==> src/pkg/iod_pkg.sv <==
// Package with the I/O register map, field masks and access types of the register decoder.
package iod_pkg;
   // ==========================================================
   // Address spaces
   // ==========================================================
   localparam logic [7:0] IOD_DATA_OFS = 8'h20;
   localparam logic [5:0] IOD_BIT_TOP = 6'h1f;
   localparam logic [7:0] IOD_EXT_LO = 8'h60;
   localparam logic [7:0] IOD_EXT_HI = 8'hff;
   localparam int IOD_IO_LOCS = 64;
   // ==========================================================
   // Register offsets (I/O addresses)
   // ==========================================================
   localparam logic [5:0] PORT_B_INPUT_PINS = 6'h03;
   localparam logic [5:0] PORT_B_DIRECTION = 6'h04;
   localparam logic [5:0] PORT_B_OUTPUT_LATCH = 6'h05;
   localparam logic [5:0] PORT_C_INPUT_PINS = 6'h06;
   localparam logic [5:0] PORT_C_DIRECTION = 6'h07;
   localparam logic [5:0] PORT_C_OUTPUT_LATCH = 6'h08;
   localparam logic [5:0] PORT_D_INPUT_PINS = 6'h09;
   localparam logic [5:0] PORT_D_DIRECTION = 6'h0a;
   localparam logic [5:0] PORT_D_OUTPUT_LATCH = 6'h0b;
   localparam logic [5:0] TIMER0_EVENT_FLAGS = 6'h15;
   localparam logic [5:0] TIMER1_EVENT_FLAGS = 6'h16;
   localparam logic [5:0] TIMER2_EVENT_FLAGS = 6'h17;
   localparam logic [5:0] PIN_CHANGE_FLAGS = 6'h1b;
   localparam logic [5:0] EXTERNAL_IRQ_FLAGS = 6'h1c;
   localparam logic [5:0] EXTERNAL_IRQ_MASK = 6'h1d;
   localparam logic [5:0] SCRATCH_REG_0 = 6'h1e;
   localparam logic [5:0] EEPROM_CONTROL = 6'h1f;
   localparam logic [5:0] EEPROM_DATA = 6'h20;
   localparam logic [5:0] EEPROM_ADDRESS_LOW = 6'h21;
   localparam logic [5:0] EEPROM_ADDRESS_HIGH = 6'h22;
   localparam logic [5:0] TIMER_SHARED_CONTROL = 6'h23;
   localparam logic [5:0] TIMER0_CONTROL_A = 6'h24;
   localparam logic [5:0] TIMER0_CONTROL_B = 6'h25;
   localparam logic [5:0] TIMER0_COUNT = 6'h26;
   localparam logic [5:0] TIMER0_COMPARE_A = 6'h27;
   localparam logic [5:0] TIMER0_COMPARE_B = 6'h28;
   localparam logic [5:0] SCRATCH_REG_1 = 6'h2a;
   localparam logic [5:0] SCRATCH_REG_2 = 6'h2b;
   localparam logic [5:0] SERIAL_PERIPH_CONTROL = 6'h2c;
   localparam logic [5:0] SERIAL_PERIPH_STATUS = 6'h2d;
   localparam logic [5:0] SERIAL_PERIPH_DATA = 6'h2e;
   localparam logic [5:0] COMPARATOR_CONTROL_STATUS = 6'h30;
   localparam logic [5:0] SLEEP_MODE_CONTROL = 6'h33;
   localparam logic [5:0] RESET_CAUSE_STATUS = 6'h34;
   localparam logic [5:0] CORE_CONTROL = 6'h35;
   localparam logic [5:0] SELF_PROGRAM_CONTROL = 6'h37;
   // ==========================================================
   // Writable bit masks (reserved bits are zero)
   // ==========================================================
   localparam logic [7:0] MASK_ALL = 8'hff;
   localparam logic [7:0] MASK_PORT_C = 8'h7f;
   localparam logic [7:0] MASK_T0_FLAGS = 8'h07;
   localparam logic [7:0] MASK_T1_FLAGS = 8'h27;
   localparam logic [7:0] MASK_T2_FLAGS = 8'h07;
   localparam logic [7:0] MASK_PC_FLAGS = 8'h07;
   localparam logic [7:0] MASK_EXT_FLAGS = 8'h03;
   localparam logic [7:0] MASK_EXT_IRQ = 8'h03;
   localparam logic [7:0] MASK_EE_CTRL = 8'h3f;
   localparam logic [7:0] MASK_TSHARED = 8'h83;
   localparam logic [7:0] MASK_T0_CTRL_A = 8'hf3;
   localparam logic [7:0] MASK_T0_CTRL_B = 8'hcf;
   localparam logic [7:0] MASK_SP_STATUS = 8'h01;
   localparam logic [7:0] MASK_SP_FLAGS = 8'hc0;
   localparam logic [7:0] MASK_CMP_RW = 8'hcf;
   localparam logic [7:0] MASK_CMP_FLAG = 8'h10;
   localparam logic [7:0] MASK_SLEEP = 8'h0f;
   localparam logic [7:0] MASK_RESET_CAUSE = 8'h0f;
   localparam logic [7:0] MASK_CORE = 8'h73;
   localparam logic [7:0] MASK_SELF_PROG = 8'hdf;
   localparam logic [7:0] IOD_RESET_VAL = 8'h00;
   // ==========================================================
   // Access types
   // ==========================================================
   typedef enum logic [2:0]
   {
      IOD_OP_NONE = 3'b000,
      IOD_OP_IN = 3'b001,
      IOD_OP_OUT = 3'b010,
      IOD_OP_SET_BIT = 3'b011,
      IOD_OP_CLR_BIT = 3'b100,
      IOD_OP_TEST_BIT = 3'b101,
      IOD_OP_LOAD = 3'b110,
      IOD_OP_STORE = 3'b111
   } iod_op_t;

   typedef struct packed
   {
      iod_op_t op;
      logic [7:0] addr;
      logic [2:0] bit_sel;
      logic [7:0] wdata;
   } iod_req_t;
endpackage : iod_pkg

==> src/hdl/iod_decoder.sv <==
// I/O register space decoder and register bank facing the processor core.
// Function
// - Bit set/clear works on 0x00..0x1F.
// - Bit test returns one bit, lower range.
// - Writing one clears a flag; zero keeps.
// - Bit set/clear touches only addressed bit.
// - Direct I/O uses addresses 0x00..0x3F.
// - Data address equals I/O address plus 0x20.
// - Direct I/O reaches exactly 64 locations.
// - Extended 0x60..0xFF only via load/store.
module iod_decoder
   import iod_pkg::*;
#(
   parameter int REGS = IOD_IO_LOCS
)
(
   input wire logic clk_in,
   input wire logic rst_in,
   input wire iod_req_t req_in,
   input wire logic [7:0] pin_b_in,
   input wire logic [7:0] pin_c_in,
   input wire logic [7:0] pin_d_in,
   input wire logic [7:0] t0_set_in,
   input wire logic [7:0] t1_set_in,
   input wire logic [7:0] t2_set_in,
   input wire logic [7:0] pc_set_in,
   input wire logic [7:0] ext_set_in,
   input wire logic [7:0] sp_set_in,
   input wire logic [7:0] cmp_set_in,
   input wire logic [7:0] rst_cause_set_in,
   input wire logic [7:0] ext_rdata_in,
   output logic [7:0] rdata_out,
   output logic bit_out,
   output logic ext_rd_out,
   output logic ext_wr_out,
   output logic [7:0] ext_addr_out,
   output logic [7:0] ext_wdata_out,
   output logic [7:0] regs_out [REGS]
);
   // ==========================================================
   // Pin synchronisers
   // ==========================================================
   logic [7:0] pin_s1_q [3];
   logic [7:0] pin_s2_q [3];
   logic [7:0] pin_s3_q [3];
   logic [7:0] pin_raw [3];
   logic [7:0] pin_val_q [3];
   assign pin_raw[0] = pin_b_in;
   assign pin_raw[1] = pin_c_in;
   assign pin_raw[2] = pin_d_in;

   genvar gp;
   generate
      for (gp = 0; gp < 3; gp++)
      begin : g_pin
         always_ff @(posedge clk_in)
         begin
            pin_s1_q[gp] <= pin_raw[gp];
            pin_s2_q[gp] <= pin_s1_q[gp];
            pin_s3_q[gp] <= pin_s2_q[gp];
            if (rst_in)
               pin_val_q[gp] <= IOD_RESET_VAL;
            else if (pin_s2_q[gp] == pin_s3_q[gp])
               pin_val_q[gp] <= pin_s3_q[gp];
         end
      end
   endgenerate

   // ==========================================================
   // Address translation
   // ==========================================================
   wire is_io_op = (req_in.op == IOD_OP_IN) || (req_in.op == IOD_OP_OUT);
   wire is_bit_op = (req_in.op == IOD_OP_SET_BIT) || (req_in.op == IOD_OP_CLR_BIT)
                    || (req_in.op == IOD_OP_TEST_BIT);
   wire is_ld_st = (req_in.op == IOD_OP_LOAD) || (req_in.op == IOD_OP_STORE);
   // Direct I/O keeps only six address bits, so 64 locations are all it reaches.
   wire [5:0] io_addr = req_in.addr[5:0];
   wire [7:0] data_rel = req_in.addr - IOD_DATA_OFS;
   wire ld_st_io = is_ld_st && (req_in.addr >= IOD_DATA_OFS) && (req_in.addr < IOD_EXT_LO);
   wire ld_st_ext = is_ld_st && (req_in.addr >= IOD_EXT_LO) && (req_in.addr <= IOD_EXT_HI);
   wire bit_ok = is_bit_op && (io_addr <= IOD_BIT_TOP);
   wire [5:0] reg_idx = ld_st_io ? data_rel[5:0] : io_addr;
   wire acc_sel = is_io_op || bit_ok || ld_st_io;
   wire wr_word = acc_sel && ((req_in.op == IOD_OP_OUT) || (req_in.op == IOD_OP_STORE));
   wire wr_set = bit_ok && (req_in.op == IOD_OP_SET_BIT);
   wire wr_clr = bit_ok && (req_in.op == IOD_OP_CLR_BIT);
   wire [7:0] bit_onehot = 8'h01 << req_in.bit_sel;

   // ==========================================================
   // Register attributes
   // ==========================================================
   function automatic logic [7:0] rw_mask(input logic [5:0] a);
      unique case (a)
         PORT_B_DIRECTION, PORT_B_OUTPUT_LATCH, PORT_D_DIRECTION, PORT_D_OUTPUT_LATCH,
         SCRATCH_REG_0, EEPROM_DATA, EEPROM_ADDRESS_LOW, EEPROM_ADDRESS_HIGH,
         TIMER0_COUNT, TIMER0_COMPARE_A, TIMER0_COMPARE_B, SCRATCH_REG_1,
         SCRATCH_REG_2, SERIAL_PERIPH_CONTROL, SERIAL_PERIPH_DATA: rw_mask = MASK_ALL;
         PORT_C_DIRECTION, PORT_C_OUTPUT_LATCH: rw_mask = MASK_PORT_C;
         EXTERNAL_IRQ_MASK: rw_mask = MASK_EXT_IRQ;
         EEPROM_CONTROL: rw_mask = MASK_EE_CTRL;
         TIMER_SHARED_CONTROL: rw_mask = MASK_TSHARED;
         TIMER0_CONTROL_A: rw_mask = MASK_T0_CTRL_A;
         TIMER0_CONTROL_B: rw_mask = MASK_T0_CTRL_B;
         SERIAL_PERIPH_STATUS: rw_mask = MASK_SP_STATUS;
         COMPARATOR_CONTROL_STATUS: rw_mask = MASK_CMP_RW;
         SLEEP_MODE_CONTROL: rw_mask = MASK_SLEEP;
         CORE_CONTROL: rw_mask = MASK_CORE;
         SELF_PROGRAM_CONTROL: rw_mask = MASK_SELF_PROG;
         default: rw_mask = 8'h00;
      endcase
   endfunction : rw_mask

   function automatic logic [7:0] w1c_mask(input logic [5:0] a);
      unique case (a)
         TIMER0_EVENT_FLAGS: w1c_mask = MASK_T0_FLAGS;
         TIMER1_EVENT_FLAGS: w1c_mask = MASK_T1_FLAGS;
         TIMER2_EVENT_FLAGS: w1c_mask = MASK_T2_FLAGS;
         PIN_CHANGE_FLAGS: w1c_mask = MASK_PC_FLAGS;
         EXTERNAL_IRQ_FLAGS: w1c_mask = MASK_EXT_FLAGS;
         SERIAL_PERIPH_STATUS: w1c_mask = MASK_SP_FLAGS;
         COMPARATOR_CONTROL_STATUS: w1c_mask = MASK_CMP_FLAG;
         RESET_CAUSE_STATUS: w1c_mask = MASK_RESET_CAUSE;
         default: w1c_mask = 8'h00;
      endcase
   endfunction : w1c_mask

   function automatic logic [7:0] hw_set(input logic [5:0] a, input logic [7:0] t0,
                                         input logic [7:0] t1, input logic [7:0] t2,
                                         input logic [7:0] pc, input logic [7:0] ex,
                                         input logic [7:0] sp, input logic [7:0] cm,
                                         input logic [7:0] rc);
      unique case (a)
         TIMER0_EVENT_FLAGS: hw_set = t0;
         TIMER1_EVENT_FLAGS: hw_set = t1;
         TIMER2_EVENT_FLAGS: hw_set = t2;
         PIN_CHANGE_FLAGS: hw_set = pc;
         EXTERNAL_IRQ_FLAGS: hw_set = ex;
         SERIAL_PERIPH_STATUS: hw_set = sp;
         COMPARATOR_CONTROL_STATUS: hw_set = cm;
         RESET_CAUSE_STATUS: hw_set = rc;
         default: hw_set = 8'h00;
      endcase
   endfunction : hw_set

   // ==========================================================
   // Register bank
   // ==========================================================
   logic [7:0] reg_q [REGS];

   genvar gr;
   generate
      for (gr = 0; gr < REGS; gr++)
      begin : g_reg
         localparam logic [5:0] A = 6'(gr);
         localparam logic [7:0] RWM = rw_mask(A);
         localparam logic [7:0] W1M = w1c_mask(A);
         wire hit = (reg_idx == A);
         wire [7:0] set_in = hw_set(A, t0_set_in, t1_set_in, t2_set_in, pc_set_in,
                                    ext_set_in, sp_set_in, cmp_set_in, rst_cause_set_in);
         wire [7:0] w_word = (hit && wr_word) ? req_in.wdata : 8'h00;
         wire [7:0] w_set = (hit && wr_set) ? bit_onehot : 8'h00;
         wire [7:0] w_clr = (hit && wr_clr) ? bit_onehot : 8'h00;
         // Bit set/clear changes only the addressed bit, never clears a flag as a side effect.
         wire [7:0] rw_d = (hit && wr_word) ? (req_in.wdata & RWM)
                           : ((reg_q[gr] | w_set) & ~w_clr & RWM);
         // A one clears a flag; a bit set also clears it, the only bit it touches. Set wins.
         wire [7:0] fl_clr = (w_word | w_set) & W1M;
         wire [7:0] fl_d = ((reg_q[gr] & ~fl_clr) | set_in) & W1M;
         always_ff @(posedge clk_in)
         begin
            if (rst_in)
               reg_q[gr] <= IOD_RESET_VAL;
            else
               reg_q[gr] <= rw_d | fl_d;
         end
      end
   endgenerate

   // ==========================================================
   // Read path
   // ==========================================================
   wire is_pin_b = (reg_idx == PORT_B_INPUT_PINS);
   wire is_pin_c = (reg_idx == PORT_C_INPUT_PINS);
   wire is_pin_d = (reg_idx == PORT_D_INPUT_PINS);
   wire [7:0] rd_val = is_pin_b ? pin_val_q[0]
                     : is_pin_c ? (pin_val_q[1] & MASK_PORT_C)
                     : is_pin_d ? pin_val_q[2]
                     : reg_q[reg_idx];
   wire rd_word = acc_sel && ((req_in.op == IOD_OP_IN) || (req_in.op == IOD_OP_LOAD));
   wire rd_bit = bit_ok && (req_in.op == IOD_OP_TEST_BIT);

   always_ff @(posedge clk_in)
   begin
      if (rst_in)
      begin
         rdata_out <= 8'h00;
         bit_out <= 1'b0;
      end
      else
      begin
         rdata_out <= rd_word ? rd_val : (ld_st_ext ? ext_rdata_in : 8'h00);
         bit_out <= rd_bit ? rd_val[req_in.bit_sel] : 1'b0;
      end
   end

   // Extended space is forwarded only for load and store.
   assign ext_rd_out = ld_st_ext && (req_in.op == IOD_OP_LOAD);
   assign ext_wr_out = ld_st_ext && (req_in.op == IOD_OP_STORE);
   assign ext_addr_out = ld_st_ext ? req_in.addr : 8'h00;
   assign ext_wdata_out = ext_wr_out ? req_in.wdata : 8'h00;
   assign regs_out = reg_q;

   // Bank bit that a bit test should return, as it stands before the answer edge.
   wire test_bit_now = reg_q[io_addr][req_in.bit_sel];
endmodule : iod_decoder

==> config.mk <==
export PLATFORM = sky130hd
export DESIGN_NAME = iod_decoder
export DESIGN_NICKNAME = d
export VERILOG_FILES = /design/src/pkg/iod_pkg.sv /design/src/hdl/iod_decoder.sv
export SDC_FILE = /design/constraint.sdc
export NUM_CORES = 1
export LEC_CHECK = 0
export BUFFER_PORTS_ARGS = -buffer_cell sky130_fd_sc_hd__buf_2
export CELL_PAD_IN_SITES_DETAIL_PLACEMENT = 1
export CELL_PAD_IN_SITES_GLOBAL_PLACEMENT = 1
export CORE_AREA = 8 8 248 250
export DETAILED_ROUTE_END_ITERATION = 16
export DIE_AREA = 0 0 256 258
export PLACE_DENSITY_LB_ADDON = 0.1
export SETUP_SLACK_MARGIN = 0.02
export SLEW_MARGIN = 20
export SYNTH_ARGS = -nofsm -noshare
export SYNTH_HDL_FRONTEND = slang
export SYNTH_SLANG_ARGS = --single-unit
==> constraint.sdc <==
create_clock -name clk_in -period 3.19 [get_ports clk_in]
set_input_delay 0.638 -clock clk_in [delete_from_list [all_inputs] [get_ports clk_in]]
set_output_delay 0.638 -clock clk_in [all_outputs]
set_load 0.1 [all_outputs]
==> run_results.csv <==
group,metric,value,unit
yosys,synth_area,15700,µm²
global_route,grt_pass1_vias,14600,
global_route,grt_use_total,0.209,
cells_and_area,num-fill-cells,6956,
yosys,ys_ff_latch,306,
pwr,swShare,0.381,
yosys,ys.flop_type,"dfxtp_1",
floorplan,pin_count,659,
timing,setup_viol,0,
floorplan,die_area,66000,µm²
global_route,grt_max_degree,106,
placement,placed_cell_area,18200,µm²
outcome,status,"completed",
cells_and_area,fin_nets,2315,
detailed_routing,drc,0,
hold_path,hold_path.class,"primary input to flop",
critical_path,slowest_delay,0.73,ns
timing,rsz0062_at_grt,"false",
timing,max_freq,345,MHz
detailed_routing,routed_wl,72.8,mm
clock_tree,clk_latency,0.56,ns
timing,skew,0.0387,ns
timing,hold_violations,0,
cells_and_area,final_common_cell,"conb_1",
critical_path,cp_num_buf_inv,5,
detailed_routing,via_count,13800,
yosys,yosysWarnings,0,
critical_path,r2r-end,"rdata_out[0]",
critical_path,r2r-start,"regs_out[208]",
critical_path,cpLargestDelayFamily,"compound AO/OA/AOI/OAI gates",
clock_tree,cts_hold_buffers,0,
critical_path,cp_max_fo,14,
pwr,pwr-share-comb,0.248,
yosys,synth_cells,1785,
clock_tree,ctsLongestPathBuffers,3,
cells_and_area,synthToLayoutAreaGrowth,23.0,%
detailed_routing,drtIter0Drc,805,
clock_tree,cts_buffers,37,
placement,io_buffers,306,
placement,hpwlAfterDp,57.4,mm
critical_path,r2r_slack,0.35,ns
critical_path,critical-path-slowest-cell,"o41ai_1",
clock_tree,cts_root_buf,"clkbuf_16",
critical_path,crit_chain,"buf_2 > buf_4 > and2_1 > buf_4 > a22o_1 > a21oi_1 > nor2_1 > o41ai_1 > buf_4 > a31oi_1 > o21ai_0 > buf_4 > a21oi_1",
critical_path,critPathArrivalTime,3.29,ns
yosys,synth_edf_count,23,
hold_path,holdPathEnd,"pin_s1_q[0][3]",
timing,setup_slack,0.289,ns
pwr,p_clk_frac,0.383,
critical_path,crit_type,"primary input to flop",
floorplan,dieHeight,258,µm
timing,relSlewSlack,0.390,
detailed_routing,drt_pass1_iterations,5,
critical_path,crit_top_cell,"buf_4",
clock_tree,cts_resized,0,
cells_and_area,multi_input_area,7620,µm²
hold_path,hold_path_depth,1,
cells_and_area,register_area,6360,µm²
critical_path,r2r_cells,11,
detailed_routing,wl_per_cell,24.4,µm
global_route,grt_first_pass_wirelength,104,mm
critical_path,end_kind,"flop",
yosys,async_flop_share,0,
global_route,antenna_found_initial,6,
job,maxCapViolCount,0,
global_route,overflow,0,
pwr,ir_drop,0.406,mV
pwr,p_per_area,561,nW/µm²
clock_tree,cts_tree,"yes",
timing,final.min_clock_period,2.90,ns
pwr,p_int,6.72,mW
placement,pre_cts_ws,-0.199,ns
cells_and_area,final_cell_mix,"310 x conb_1, 289 x buf_2, 283 x dfxtp_1, 222 x nor2_1, 167 x a21oi_1",
floorplan,die_w,256,µm
detailed_routing,route.antenna.remaining_nets,0,
cells_and_area,layout-drive-gt1-share,0.263,
placement,routabilityCongestion,0.870,
timing,fin_crit_sh,0.910,
detailed_routing,via_per_inst,4.62,
cells_and_area,fin_area,19400,µm²
hold_path,holdCritStartpoint,"pin_b_in[3]",
clock_tree,cts_num_sinks,306,
floorplan,start_util,0.274,
timing,tightest_slew,0.904,ns
clock_tree,postCtsSetupBuffers,0,
floorplan,fp-row-count,88,
yosys,seq_area_frac_synth,0.404,
timing,finalMaxSlewViolations,0,
pwr,p_leak,8.66,nW
clock_tree,htree_num_levels,2,
critical_path,critical_path_required,3.58,ns
critical_path,start_kind,"primary input",
pwr,switchingPower,4.13,mW
yosys,synth.distinct_cells,85,
floorplan,core,57400,µm²
yosys,avgSynthCellArea,8.82,µm²
clock_tree,clkTransAtPathRegs,0.06,ns
pwr,p_seq_frac,0.370,
==> synthesized netlist by cell type, types with 7 or more instances <==
master,n,area share
buf_4,319,0.15
dfxtp_1,283,0.36
nor2_1,223,0.053
a21oi_1,167,0.053
mux2i_1,113,0.072
nand2_1,93,0.022
nor3_1,72,0.023
o21ai_0,61,0.019
clkbuf_1,60,0.014
and2_1,32,0.013
xor2_1,24,0.013
edfxtp_1,23,0.044
nand3_1,23,0.0073
buf_2,21,0.0067
a211oi_1,18,0.0086
a22oi_1,18,0.0086
mux2_2,16,0.011
and3_1,15,0.0060
inv_1,15,0.0036
nor2b_1,12,0.0048
buf_6,10,0.0072
nand2b_1,10,0.0040
a31oi_1,9,0.0036
o22ai_1,9,0.0036
mux4_2,8,0.011
nor4_1,8,0.0032
a22o_1,7,0.0039
nor3b_1,7,0.0033
==> per-layer routing <==
layer	routed length, µm	vias to the layer above	part of all wire	GRT usage
li1	-	6378	-	-
met1	31600	6780	0.43	0.266
met2	34300	512	0.47	0.344
met3	4230	112	0.058	0.0466
met4	2570	4	0.035	0.0774
met5	26	-	0.00036	0
==> worst max path at each step <==
stage                     from               end  slack, ns  cells after the start
floorplan           req_in[19]        ext_rd_out      -0.50                      3
global placement    req_in[12]      rdata_out[4]      -0.22                     12
detailed placement  req_in[12]      rdata_out[4]      -0.20                     12
CTS                 req_in[20]  ext_wdata_out[5]       0.35                      7
global route        req_in[20]  ext_wdata_out[5]       0.21                      7
finish              req_in[13]      rdata_out[5]       0.29                     13
==> state kept, by name (all words and copies together), names as in the netlist <==
| register | flops |
|---|---|
| regs_out | 202 |
| pin_s1_q | 24 |
| pin_s2_q | 24 |
| pin_s3_q | 24 |
| pin_val_q | 23 |
| rdata_out | 8 |
| bit_out | 1 |
==> logic make-up (layout without fill, tap and decap cells) <==
logic type / count (synthesis) / count (layout) / share of synthesized area
buffers and inverters: 433 / 558 / 0.187
muxes: 139 / 139 / 0.0981
AOI/OAI and AO/OA: 349 / 349 / 0.136
DFF: 306 / 306 / 0.404
and+or+nand+nor: 532 / 532 / 0.161
xor gates and xnor gates: 25 / 25 / 0.0139
other: 1 / 313 / 0.000238
==> layout make-up <==
class / instances / share of cell area
Antenna cell: 3 / 0.000388
Clock buffer: 54 / 0.0565
Clock inverter: 9 / 0.00381
Inverter: 17 / 0.00330
Multi-Input combinational cell: 1355 / 0.394
Sequential cell: 306 / 0.328
Tap cell: 765 / 0.0495
Timing Repair Buffer: 478 / 0.164
==> per-stage QoR <==
stage	setup TNS, ns	total power, mW	utilization	hold slack [ns]	std cells
after floorplan	-1.48	6.58	-	0.310	2094
after global placement	-0.663	6.75	0.317	0.315	2921
after detailed placement	-0.769	6.75	0.317	0.313	2921
after CTS	0	10.9	0.337	0.149	2984
after global routing	0	11.2	0.337	0.159	2984
final	0	10.8	0.337	0.185	2987
==> power by group through the flow <==
stage	sequential [mW]	combinational (mW)	clock, mW
global placement	4.10	2.65	0
CTS	4.01	2.66	4.27
detailed placement	4.10	2.65	0
floorplan	4.27	2.30	0
global route	4.02	2.76	4.42
finish	4.01	2.69	4.15
No activity file was read; power rests on OpenSTA's default activity.
